**src/hdl/rx_gain_pkg.sv**
```systemverilog
// Constants, register map and field layout of the receive gain and carrier sense block.
// What this block does
// - Carrier sense sets after count-plus-one high samples
// - Carrier sense clears after one or two low samples
// - Gain change hold code selects 16..48 filter clocks
// - Hold code seven freezes levels indefinitely
// - Freeze halts loops; four events trigger it
// - Extra hold 16..128 converter clocks after external events
// - Floor bit selects minimum or medium lowest step
// - Ceiling bit selects medium or maximum highest step
// - Switch point places amplifier step along gain
// - Floor one, ceiling zero fixes amplifier gain
// - Loop off takes gain from initial level
// - Hysteresis needs two samples for smallest step
// - Magnitude averaged over 2, 4, 8, 16 samples
// - Initial level loaded at turn-on, never exceeded
// - Threshold decides carrier sense and gain loop
package rx_gain_pkg;
  // Register indices; the byte address on the bus is the index times four.
  localparam logic [7:0] carrier_and_freeze_cfg_idx = 8'h11;
  localparam logic [7:0] gain_loop_cfg_idx          = 8'h12;
  localparam logic [7:0] gain_level_cfg_idx         = 8'h13;
  localparam logic [7:0] status_idx                 = 8'h14;
  localparam logic [9:0] carrier_and_freeze_cfg_addr = {carrier_and_freeze_cfg_idx, 2'b00};
  localparam logic [9:0] gain_loop_cfg_addr          = {gain_loop_cfg_idx, 2'b00};
  localparam logic [9:0] gain_level_cfg_addr         = {gain_level_cfg_idx, 2'b00};
  localparam logic [9:0] status_addr                 = {status_idx, 2'b00};
  // Reset values.
  localparam logic [7:0] carrier_and_freeze_cfg_rst = 8'h65;
  localparam logic [7:0] gain_loop_cfg_rst          = 8'h75;
  localparam logic [9:0] gain_level_cfg_rst         = 10'h318;
  // Field positions.
  localparam int cs_set_lsb = 6;
  localparam int cs_reset_bit = 5;
  localparam int hold_lsb = 2;
  localparam int extra_lsb = 0;
  localparam int floor_bit = 7;
  localparam int ceil_bit = 6;
  localparam int switch_lsb = 4;
  localparam int loop_off_bit = 3;
  localparam int hyst_bit = 2;
  localparam int avg_lsb = 0;
  localparam int thr_lsb = 5;
  // Timing and gain constants.
  localparam logic [2:0] hold_forever   = 3'h7;
  localparam logic [7:0] extra_base     = 8'h10;
  localparam logic [4:0] switch_low     = 5'h0a;
  localparam logic [4:0] switch_high    = 5'h13;
  localparam logic [4:0] gain_min       = 5'h00;
  // Amplifier gain steps.
  typedef enum logic [1:0] {
    lna_min = 2'h0, lna_med = 2'h1, lna_max = 2'h2, lna_mid_hi = 2'h3
  } lna_gain_t;
  // Freeze state machine.
  typedef enum logic [2:0] {
    st_run = 3'b001, st_hold = 3'b010, st_extra = 3'b100
  } freeze_t;
  // Hold length in filter clocks per code.
  function automatic logic [5:0] hold_len(input logic [2:0] code);
    case (code)
      3'h0: hold_len = 6'h10;
      3'h1: hold_len = 6'h14;
      3'h2: hold_len = 6'h18;
      3'h3: hold_len = 6'h1c;
      3'h4: hold_len = 6'h20;
      3'h5: hold_len = 6'h28;
      default: hold_len = 6'h30;
    endcase
  endfunction : hold_len
endpackage : rx_gain_pkg

```
**src/hdl/rx_gain_carrier_sense_ctrl.sv**
```systemverilog
// Receive gain loop, freeze timing and carrier sense qualification with a Wishbone slave.
//
// Chosen here: the Wishbone interface to the registers.
`timescale 1ns/1ps
module rx_gain_carrier_sense_ctrl
  import rx_gain_pkg::*;
(
  input  wire logic        ref_clk,      // System clock, 250 MHz.
  input  wire logic        resetn,       // Synchronous reset, active low.
  input  wire logic        wb_cyc_i,     // Wishbone cycle.
  input  wire logic        wb_stb_i,     // Wishbone strobe.
  input  wire logic        wb_we_i,      // Wishbone write enable.
  input  wire logic [9:0]  wb_adr_i,     // Wishbone byte address.
  input  wire logic [3:0]  wb_sel_i,     // Wishbone byte selects.
  input  wire logic [31:0] wb_dat_i,     // Wishbone write data.
  output logic      [31:0] wb_dat_o,     // Wishbone read data.
  output logic             wb_ack_o,     // Wishbone acknowledge.
  input  wire logic        filt_tick,    // Filter output sample strobe, same domain.
  input  wire logic [4:0]  filt_mag,     // Filter output magnitude, same domain.
  input  wire logic        adc_tick,     // Converter clock period strobe, same domain.
  input  wire logic        rx_power_up,  // Receiver power-up pulse, same domain.
  input  wire logic        freq_switch,  // Frequency register switch pulse, same domain.
  input  wire logic        lock_lost_pin,// Synthesizer out-of-lock level from a pin.
  output logic             carrier_sense,// Qualified carrier sense.
  output logic             levels_frozen,// High while levels are frozen.
  output logic      [4:0]  vga_gain,     // Variable gain setting.
  output logic      [1:0]  lna_gain,     // Amplifier gain step.
  output logic      [4:0]  rssi_level    // Averaged magnitude.
);

  // Configuration registers.
  logic [7:0] cf_q;     // Carrier and freeze configuration.
  logic [7:0] gl_q;     // Gain loop configuration.
  logic [9:0] lv_q;     // Threshold [9:5] and initial gain level [4:0].
  logic       ack_q;    // Acknowledge flop.
  logic [31:0] rd_q;    // Read data flop.

  // Decoded fields.
  logic [1:0] cs_set;
  logic       cs_rst;
  logic [2:0] hold_code;
  logic [1:0] extra_code;
  logic       lna_floor;
  logic       lna_ceil;
  logic [1:0] sw_pt;
  logic       loop_off;
  logic       hyst;
  logic [1:0] avg_code;
  logic [4:0] init_gain;
  logic [4:0] thr;
  assign cs_set     = cf_q[cs_set_lsb +: 2];
  assign cs_rst     = cf_q[cs_reset_bit];
  assign hold_code  = cf_q[hold_lsb +: 3];
  assign extra_code = cf_q[extra_lsb +: 2];
  assign lna_floor  = gl_q[floor_bit];
  assign lna_ceil   = gl_q[ceil_bit];
  assign sw_pt      = gl_q[switch_lsb +: 2];
  assign loop_off   = gl_q[loop_off_bit];
  assign hyst       = gl_q[hyst_bit];
  assign avg_code   = gl_q[avg_lsb +: 2];
  assign init_gain  = lv_q[4:0];
  assign thr        = lv_q[thr_lsb +: 5];

  // Two-flop synchroniser for the asynchronous lock pin.
  logic lock_s1_q;
  logic lock_s2_q;
  logic lock_d_q;   // Delayed copy for edge detection.
  always_ff @(posedge ref_clk) begin
    if (!resetn) begin
      lock_s1_q <= 1'b0;
      lock_s2_q <= 1'b0;
      lock_d_q  <= 1'b0;
    end else begin
      lock_s1_q <= lock_lost_pin;
      lock_s2_q <= lock_s1_q;
      lock_d_q  <= lock_s2_q;
    end
  end

  // Wishbone slave: one wait state, answers every address, unmapped reads zero.
  logic req;
  assign req = wb_cyc_i && wb_stb_i && !ack_q;
  always_ff @(posedge ref_clk) begin
    if (!resetn) begin
      cf_q  <= carrier_and_freeze_cfg_rst;
      gl_q  <= gain_loop_cfg_rst;
      lv_q  <= gain_level_cfg_rst;
      ack_q <= 1'b0;
      rd_q  <= 32'h0;
    end else begin
      ack_q <= req;
      if (wb_cyc_i && wb_stb_i && ack_q && wb_we_i) begin
        // Writes land at the edge at which the master sees ack high.
        if (wb_adr_i == carrier_and_freeze_cfg_addr) begin
          if (wb_sel_i[0]) cf_q <= wb_dat_i[7:0];
        end else if (wb_adr_i == gain_loop_cfg_addr) begin
          if (wb_sel_i[0]) gl_q <= wb_dat_i[7:0];
        end else if (wb_adr_i == gain_level_cfg_addr) begin
          if (wb_sel_i[0]) lv_q[7:0] <= wb_dat_i[7:0];
          if (wb_sel_i[1]) lv_q[9:8] <= wb_dat_i[9:8];
        end
      end
      if (req) begin
        if (wb_adr_i == carrier_and_freeze_cfg_addr) begin
          rd_q <= {24'h0, cf_q};
        end else if (wb_adr_i == gain_loop_cfg_addr) begin
          rd_q <= {24'h0, gl_q};
        end else if (wb_adr_i == gain_level_cfg_addr) begin
          rd_q <= {22'h0, lv_q};
        end else if (wb_adr_i == status_addr) begin
          rd_q <= {17'h0, rssi_level, lna_gain, vga_gain, levels_frozen, carrier_sense, 1'b0};
        end else begin
          rd_q <= 32'h0;
        end
      end
    end
  end
  assign wb_ack_o = ack_q;
  assign wb_dat_o = rd_q;

  // Freeze triggers: gain change, frequency switch, lock loss, power-up.
  logic gain_changed;
  logic ext_event;
  assign ext_event = freq_switch || rx_power_up || (lock_s2_q && !lock_d_q);

  // Freeze state machine with the filter-clock hold and the converter-clock extra hold.
  freeze_t    st_q;
  logic [5:0] hold_cnt_q;
  logic [7:0] extra_cnt_q;
  logic       extra_pend_q;  // An external event asked for the extra hold.
  always_ff @(posedge ref_clk) begin
    if (!resetn) begin
      st_q         <= st_run;
      hold_cnt_q   <= 6'h0;
      extra_cnt_q  <= 8'h0;
      extra_pend_q <= 1'b0;
    end else begin
      if (gain_changed || ext_event) begin
        // Any trigger restarts the hold; a pending extra hold is kept.
        st_q         <= st_hold;
        hold_cnt_q   <= hold_len(hold_code);
        extra_pend_q <= extra_pend_q || ext_event;
      end else begin
        case (st_q)
          st_hold: begin
            if (hold_code == hold_forever) begin
              st_q <= st_hold;
            end else if (filt_tick) begin
              if (hold_cnt_q <= 6'h1) begin
                if (extra_pend_q) begin
                  st_q        <= st_extra;
                  extra_cnt_q <= extra_base << extra_code;
                end else begin
                  st_q <= st_run;
                end
              end else begin
                hold_cnt_q <= hold_cnt_q - 6'h1;
              end
            end
          end
          st_extra: begin
            extra_pend_q <= 1'b0;
            if (adc_tick) begin
              if (extra_cnt_q <= 8'h1) begin
                st_q <= st_run;
              end else begin
                extra_cnt_q <= extra_cnt_q - 8'h1;
              end
            end
          end
          default: begin
            // A hold code of seven freezes the levels even without a trigger.
            if (hold_code == hold_forever) st_q <= st_hold;
          end
        endcase
      end
    end
  end
  assign levels_frozen = (st_q != st_run);

  // Magnitude averaging over a selectable power-of-two window.
  logic [8:0] acc_q;     // Running sum of up to 16 samples.
  logic [3:0] nsamp_q;   // Samples in current window.
  logic [4:0] avg_q;     // Latest average.
  logic       avg_vld_q; // One-cycle strobe for a new average.
  logic [3:0] win_last;
  logic [8:0] acc_sum;
  assign win_last = 4'((5'h2 << avg_code) - 5'h1);
  assign acc_sum  = acc_q + {4'h0, filt_mag};
  always_ff @(posedge ref_clk) begin
    if (!resetn) begin
      acc_q     <= 9'h0;
      nsamp_q   <= 4'h0;
      avg_q     <= 5'h0;
      avg_vld_q <= 1'b0;
    end else begin
      avg_vld_q <= 1'b0;
      if (filt_tick && !levels_frozen) begin
        if (nsamp_q >= win_last) begin
          // The shift is widened first, so that code three does not wrap to zero.
          avg_q     <= 5'(acc_sum >> (3'(avg_code) + 3'h1));
          avg_vld_q <= 1'b1;
          acc_q     <= 9'h0;
          nsamp_q   <= 4'h0;
        end else begin
          acc_q   <= acc_sum;
          nsamp_q <= nsamp_q + 4'h1;
        end
      end
    end
  end
  assign rssi_level = avg_q;

  // Carrier sense run counters against the threshold.
  logic [1:0] hi_run_q;
  logic       lo_run_q;
  logic       cs_q;
  logic       above;
  assign above = (avg_q >= thr);
  always_ff @(posedge ref_clk) begin
    if (!resetn) begin
      hi_run_q <= 2'h0;
      lo_run_q <= 1'b0;
      cs_q     <= 1'b0;
    end else if (avg_vld_q) begin
      if (above) begin
        lo_run_q <= 1'b0;
        if (hi_run_q >= cs_set) cs_q <= 1'b1;
        else hi_run_q <= hi_run_q + 2'h1;
      end else begin
        hi_run_q <= 2'h0;
        if (lo_run_q || !cs_rst) cs_q <= 1'b0;
        else lo_run_q <= 1'b1;
      end
    end
  end
  assign carrier_sense = cs_q;

  // Gain loop: steps the variable gain against the threshold.
  logic [4:0] vga_q;
  logic       pend_q;    // First of two samples under hysteresis.
  logic       pend_dir_q;
  logic       dir_up;
  logic       want;
  logic       loop_on_d_q;
  assign dir_up = (avg_q < thr);
  assign want   = dir_up ? (vga_q < init_gain) : (vga_q > gain_min);
  always_ff @(posedge ref_clk) begin
    if (!resetn) begin
      vga_q       <= 5'h0;
      pend_q      <= 1'b0;
      pend_dir_q  <= 1'b0;
      loop_on_d_q <= 1'b0;
    end else begin
      loop_on_d_q <= 1'b1;
      if (loop_off) begin
        vga_q  <= init_gain;
        pend_q <= 1'b0;
      end else if (!loop_on_d_q || rx_power_up) begin
        vga_q <= init_gain;
      end else if (avg_vld_q && !levels_frozen && want) begin
        if (!hyst || (pend_q && pend_dir_q == dir_up)) begin
          vga_q  <= dir_up ? vga_q + 5'h1 : vga_q - 5'h1;
          pend_q <= 1'b0;
        end else begin
          pend_q     <= 1'b1;
          pend_dir_q <= dir_up;
        end
      end else if (avg_vld_q) begin
        pend_q <= 1'b0;
      end
    end
  end
  assign vga_gain = vga_q;

  // Gain change detection feeds the freeze.
  logic [4:0] vga_prev_q;
  always_ff @(posedge ref_clk) begin
    if (!resetn) vga_prev_q <= 5'h0;
    else vga_prev_q <= vga_q;
  end
  assign gain_changed = (vga_prev_q != vga_q) && !loop_off;

  // Amplifier step selection.
  logic [4:0] sw_level;
  lna_gain_t  lo_step;
  lna_gain_t  hi_step;
  lna_gain_t  lna_d;
  always_comb begin
    lo_step = lna_floor ? lna_med : lna_min;
    hi_step = lna_ceil ? lna_max : lna_med;
    case (sw_pt)
      2'h0: sw_level = gain_min;
      2'h1: sw_level = switch_low;
      2'h2: sw_level = switch_high;
      default: sw_level = 5'h1f;
    endcase
    if (lna_floor && !lna_ceil) begin
      case (sw_pt)
        2'h0: lna_d = lna_mid_hi;
        2'h1: lna_d = lna_min;
        2'h2: lna_d = lna_med;
        default: lna_d = lna_max;
      endcase
    end else if (sw_pt == 2'h3) begin
      lna_d = lo_step;
    end else begin
      lna_d = (vga_q >= sw_level) ? hi_step : lo_step;
    end
  end
  logic [1:0] lna_q;
  always_ff @(posedge ref_clk) begin
    if (!resetn) lna_q <= 2'h0;
    else if (!levels_frozen || loop_off) lna_q <= lna_d;
  end
  assign lna_gain = lna_q;

endmodule : rx_gain_carrier_sense_ctrl

```
**config.mk**
```make
export PLATFORM = sky130hd
export DESIGN_NAME = rx_gain_carrier_sense_ctrl
export DESIGN_NICKNAME = d
export VERILOG_FILES = /design/src/hdl/rx_gain_pkg.sv /design/src/hdl/rx_gain_carrier_sense_ctrl.sv
export SDC_FILE = /design/constraint.sdc
export NUM_CORES = 1
export LEC_CHECK = 0
export BUFFER_PORTS_ARGS = -buffer_cell sky130_fd_sc_hd__buf_2
export CORE_UTILIZATION = 50
export DETAILED_ROUTE_END_ITERATION = 7
export PLACE_DENSITY = 0.78
export SLEW_MARGIN = 20
export SYNTH_ARGS = -nofsm -noshare
export SYNTH_HDL_FRONTEND = slang
export SYNTH_SLANG_ARGS = --single-unit
```
**constraint.sdc**
```tcl
create_clock -name ref_clk -period 3.8 [get_ports ref_clk]
set_clock_uncertainty 0.2 [all_clocks]
set_input_delay 0.57 -clock ref_clk [delete_from_list [all_inputs] [get_ports ref_clk]]
set_output_delay 0.57 -clock ref_clk [all_outputs]
set_load 0.005 [all_outputs]
```
Yosys cells after proc, flatten, opt, wreduce, memory -nomap -nowiden
Index checks and enable logic that the tools add are counted.

Flip-flop bits (word level): 118. Output and inout bits: 47.

Bitwise logic cells: 7. Shifts and indexed selects: 3. Equality and inequality tests: 36. Reduce and logical (&&, ||, !) cells: 57. $lt $le $gt $ge: 9. Multiplexer cells: 55. Add/sub/neg operators: 9.

Operators with widths (number): 2-to-1 mux 15 bit (4); 2-to-1 mux 8 bit (6); equality test 10 x 7 -> 1 bit, second input constant (4); case mux 6 bit (6 select lines) (1); 2-to-1 mux 6 bit (5); 2-to-1 mux 5 bit (5); != test 2 bit, second input constant (11); 2-to-1 mux 3 bit (7); AND reduction 5 bit (4); case mux 8 bit (2 select lines) (1); case mux 5 bit (3 select lines) (1); 2-to-1 mux 1 bit (14); 2-to-1 mux 2 bit (7); equality test 3 bit, second input constant (4); != test 3 bit, second input constant (4); AND reduction 2 bit (6); AND reduction 4 bit (3); nonzero test 2 bit (6); logical AND 1 bit (11); greater-or-equal comparator 5 bit (2); < comparator 5 bit (2); adder 9 x 5 -> 9 bit (1); equality test 3 x 2 -> 1 bit, second input constant (3); 2-to-1 mux 9 bit (1); 37 further kinds (63).

Logic depth before layout (Yosys ltp)
Depth in word-level cells: 8. Gate-level depth with buffers: 13.

Worst setup path before layout
OpenSTA, ideal clock, no wires.

Kind: register to register. Start point: register lv_q[6]. End point: register vga_q[4], in the netlist vga_gain[4]. Data arrival time: 2.596 ns. Period minus slack after synthesis: 2.940 ns. Setup slack: 0.860 ns. Stages on the path, launching flop included: 14. Library setup time: 0.144 ns. Cells stage by stage: dfxtp_1 inv_1 ha_1 nor2b_1 o2111a_1 or3_1 inv_2 fa_1 inv_1 a21o_1 a21oi_1 nor4b_1 or3_1 o311ai_0.

Longest elaborated chain between the ends: 6.

RTL lines: from (decl) (line rx_gain_carrier_sense_ctrl.sv:34) `logic [9:0] lv_q;`; from (signal assigned) (line rx_gain_carrier_sense_ctrl.sv:87) `lv_q <= gain_level_cfg_rst;`; from (signal assigned) (line rx_gain_carrier_sense_ctrl.sv:99) `if (wb_sel_i[0]) lv_q[7:0] <= wb_dat_i[7:0];`; < comparator 5 bit * (line rx_gain_carrier_sense_ctrl.sv:246) `assign dir_up = (avg_q < thr);`; net dir_up (line rx_gain_carrier_sense_ctrl.sv:243) `logic dir_up;`; 2-to-1 mux 5 bit / equality test 1 bit (equally long branches) (line rx_gain_carrier_sense_ctrl.sv:263, rx_gain_carrier_sense_ctrl.sv:262); 2-to-1 mux 5 bit / logical AND 1 bit (equally long branches) (line rx_gain_carrier_sense_ctrl.sv:262) `if (!hyst || (pend_q && pend_dir_q == dir_up)) begin`; 2-to-1 mux 5 bit / logical OR 1 bit (equally long branches) (line rx_gain_carrier_sense_ctrl.sv:261, rx_gain_carrier_sense_ctrl.sv:262); 2-to-1 mux 5 bit / nonzero test 3 bit (equally long branches); 2-to-1 mux 5 bit / AND reduction 2 bit (equally long branches); to (signal assigned) (line rx_gain_carrier_sense_ctrl.sv:257) `vga_q <= init_gain;`; to (signal assigned) (line rx_gain_carrier_sense_ctrl.sv:260) `vga_q <= init_gain;`; to (signal assigned) (line rx_gain_carrier_sense_ctrl.sv:263) `vga_q <= dir_up ? vga_q + 5'h1 : vga_q - 5'h1;`; to (decl) (line rx_gain_carrier_sense_ctrl.sv:240) `logic [4:0] vga_q;`.

Mark *: on every way through the listed nets, which the timed path passes. The rest lies on a longest branch. The select of a mux whose other input is x is not followed. A chain may end at the register's enable or synchronous reset.

Worst setup path after layout
Same ends and word-level chain as after synthesis.

==> results.yml <==
yosys:
  syn_inst: 712
  synth.largest_area_cell: "dfxtp_1"
  synth.yosys.seq_area_share: 0.3384
  ys_types: 77
  syn_area_mm2: 0.005974
  synthFlopType: "dfxtp_1"
  synthTopCellsByArea: "dfxtp_1 34%, ha_1 7.7%, nor2_1 4.8%"
  synth_edf_count: 0
  async_reset_ff_frac: 0
  synth_area_per_cell_um2: 8.391
  yosysWarnings: 0
  ys_ff_latch: 101
  synth_common_cells: "101 x dfxtp_1, 77 x nor2_1, 52 x nand2_1"
  yosys.area.top_type_share: 0.3384
  synth_most_common_cell: "dfxtp_1"
power_and_ir_drop:
  switchingPower_w: 0.0006021
  power.share.switching: 0.2698
  p_leak_nw: 2.795
  power_w: 0.002231
  p_clk_frac: 0.423
  comb_power_share: 0.088
  powerDensity_mw_per_mm2: 335.9
  sequentialPowerShare: 0.489
  vdd_ir_drop_max_v: 0.0002868
  internal-power_w: 0.001629
die:
  die_y_um: 111.3
  die_w_um: 111.3
  coreArea_mm2: 0.01152
  start_util: 0.5188
  die_area_mm2: 0.01239
  pin_count: 108
  rows: 39
setup_path:
  worstSetupStartpointType: "register"
  crit_slowest_cell: "or3_1"
  timing.rr.start: "lv_q[6]$_SDFFE_PN0P_"
  r2r_slack_ns: 0.46
  path_cells: "inv_1, ha_1, nor2b_1, o2111a_1, or3_1, inv_2, fa_1, inv_1, a21o_1, a21oi_1, nor4b_1, or3_1, o311ai_0"
  worstPathMaxFanout: 10
  crit_type: "register to register"
  startpoint: "lv_q[6]$_SDFFE_PN0P_"
  critPathRequiredTime_ns: 3.82
  crit_arrival_ns: 3.36
  end_kind: "register"
  cpPeakStageDelay_ns: 0.44
hold_path:
  hp-class: "input port to register"
  min_from: "lock_lost_pin"
timing:
  hold_viol_final: 0
  relSlewSlack: 0.3911
  final-setup-viol-count: 0
  max_clock_freq_mhz: 299.3
  timing.setup.tns_ns: 0
  period_minus_slack_ns: 3.341
  rsz0062_at_grt: "no"
  tightest_slew_ns: 0.9064
  min_period_over_period: 0.8793
  final_max_slew_viol_count: 0
cells_and_area:
  syn2layout_area_growth_pct: 11.18
  fin_cells: 915
  diodes: 0
  drive_gt1_frac: 0.1438
  nets: 867
detailed_routing:
  routed_wl_mm: 15.52
  wl_per_cell_um: 16.96
  detail-route-antenna-nets: 0
  drc: 6
  vias_per_cell: 6.005
  drt_iter0_drc: 277
  num_vias: 5495
  first_pass_iters: 7
placed_design:
  numPlacedInstances: 899
  routabilityCongestion: 0.9426
  port-buffer-count: 66
  hpwlAfterDp_mm: 11.28
clocking:
  cts_max_level: 3
  postCtsSetupBuffers: 0
  clock-sinks: 101
  clk_latency_ns: 0.36
  clk_path_buf_depth: 2
  postCtsHoldBufs: 0
  post_cts_resize_count: 0
  cts_tree: "yes"
  clkSlewWorstSetupHoldPaths_ns: 0.08
  cts_made_buffers: 9
  cts_root_buf: "clkbuf_16"
global_route:
  antenna_found_initial: 0
  grt_pass1_vias: 5167
  grt_max_degree: 38
  track_usage: 0.2571
  grt_pass1_wl_mm: 25.43
  gr-total-overflow: 0
run_status:
  outcome: "finished with violations"
  violations: "design-rule violations"
job:
  max_cap_violations: 0
==> area by class of cell <==
type,count,area [µm²]
inverters,41,153.9
multi-input cells,539,3588
fillers,1055,4873
clock buffers,10,239.0
clock inverters,6,62.56
repair buffers,75,397.9
flip-flops and latches,101,2022
well taps,143,178.9
==> flip-flops by register name, summed over array words and instances, names as in the netlist, 2 cells and up <==
register and cells:
wb_dat_o 15, lv_q 10, acc_q 9, cf_q 8
extra_cnt_q 8, gl_q 8, hold_cnt_q 6, rssi_level 5
vga_gain 5, vga_prev_q 5, nsamp_q 4, st_q 3
hi_run_q 2, lna_gain 2
==> power by group through the flow <==
stage               combinational (W)  clock [W]  sequential, W
global placement             0.000186          0        0.00112
floorplan                    0.000137          0        0.00111
CTS                          0.000193   0.000957        0.00109
global route                 0.000214   0.000992        0.00109
finish                       0.000196   0.000944        0.00109
detailed placement           0.000192          0        0.00112
==> metrics by stage <==
stage	hold slack (ns)	utilization	setup WS [ns]	cell area (µm²)
after floorplan	0.2119	-	0.8603	6035
after global placement	0.2213	0.5506	0.5946	6341
after detailed placement	0.2421	0.5506	0.5195	6341
after CTS	0.2101	0.5768	0.4856	6643
after global routing	0.2321	0.5768	0.2139	6643
final	0.2217	0.5768	0.4588	6643
==> final timing paths <==
kind / end / cells past startpoint
hold reg to reg: lock_s2_q$_SDFF_PN0_ / 1
setup reg to reg: vga_gain[4]$_SDFFE_PN0P_ / 13
hold / removal: lock_s1_q$_SDFF_PN0_ / 2
setup / recovery: vga_gain[4]$_SDFFE_PN0P_ / 13
==> critical path, delay by kind of cell (launching register included) <==
family,cells,cell delay (ns)
AO/OA/AOI/OAI,4,0.69
flip-flops,1,0.38
buffers and inverters,3,0.34
AND/OR/NAND/NOR,4,1.07
adder cells (fa/ha/maj),2,0.53
==> metal layers <==
| layer | wire [µm] | track usage |
|---|---|---|
| met1 | 7022 | 0.3324 |
| met2 | 7163 | 0.4204 |
| met3 | 1000 | 0.06452 |
| met4 | 333 | 0.08198 |
| met5 | 0 | 0 |
==> cell usage in the layout, fill, tap and decap left out, types with 9 or more instances in the layout <==
cell type,instances
a21oi_1,43
inv_1,39
nor2_1,77
nand2b_1,9
nor3_1,20
o21ai_0,31
o211ai_1,14
dfxtp_1,101
ha_1,37
a22oi_1,11
conb_1,17
buf_4,9
mux2i_1,23
a31oi_1,14
buf_2,66
xnor2_1,11
or3_1,9
nand2_1,52
nand3_1,23
nor2b_1,9
clkbuf_16,9
==> logic make-up (layout without fill, tap and decap cells) <==
kind of cell,Yosys count,count (layout),synth area share
simple gates,256,256,0.2239
mux,24,24,0.04230
compound gates,186,186,0.2147
fa+ha+maj,39,39,0.08419
other cells,1,17,0.0006277
xor+xnor,17,17,0.02492
flops,101,101,0.3384
buf+inv,88,132,0.07099
(Power assumes the default switching activity.)
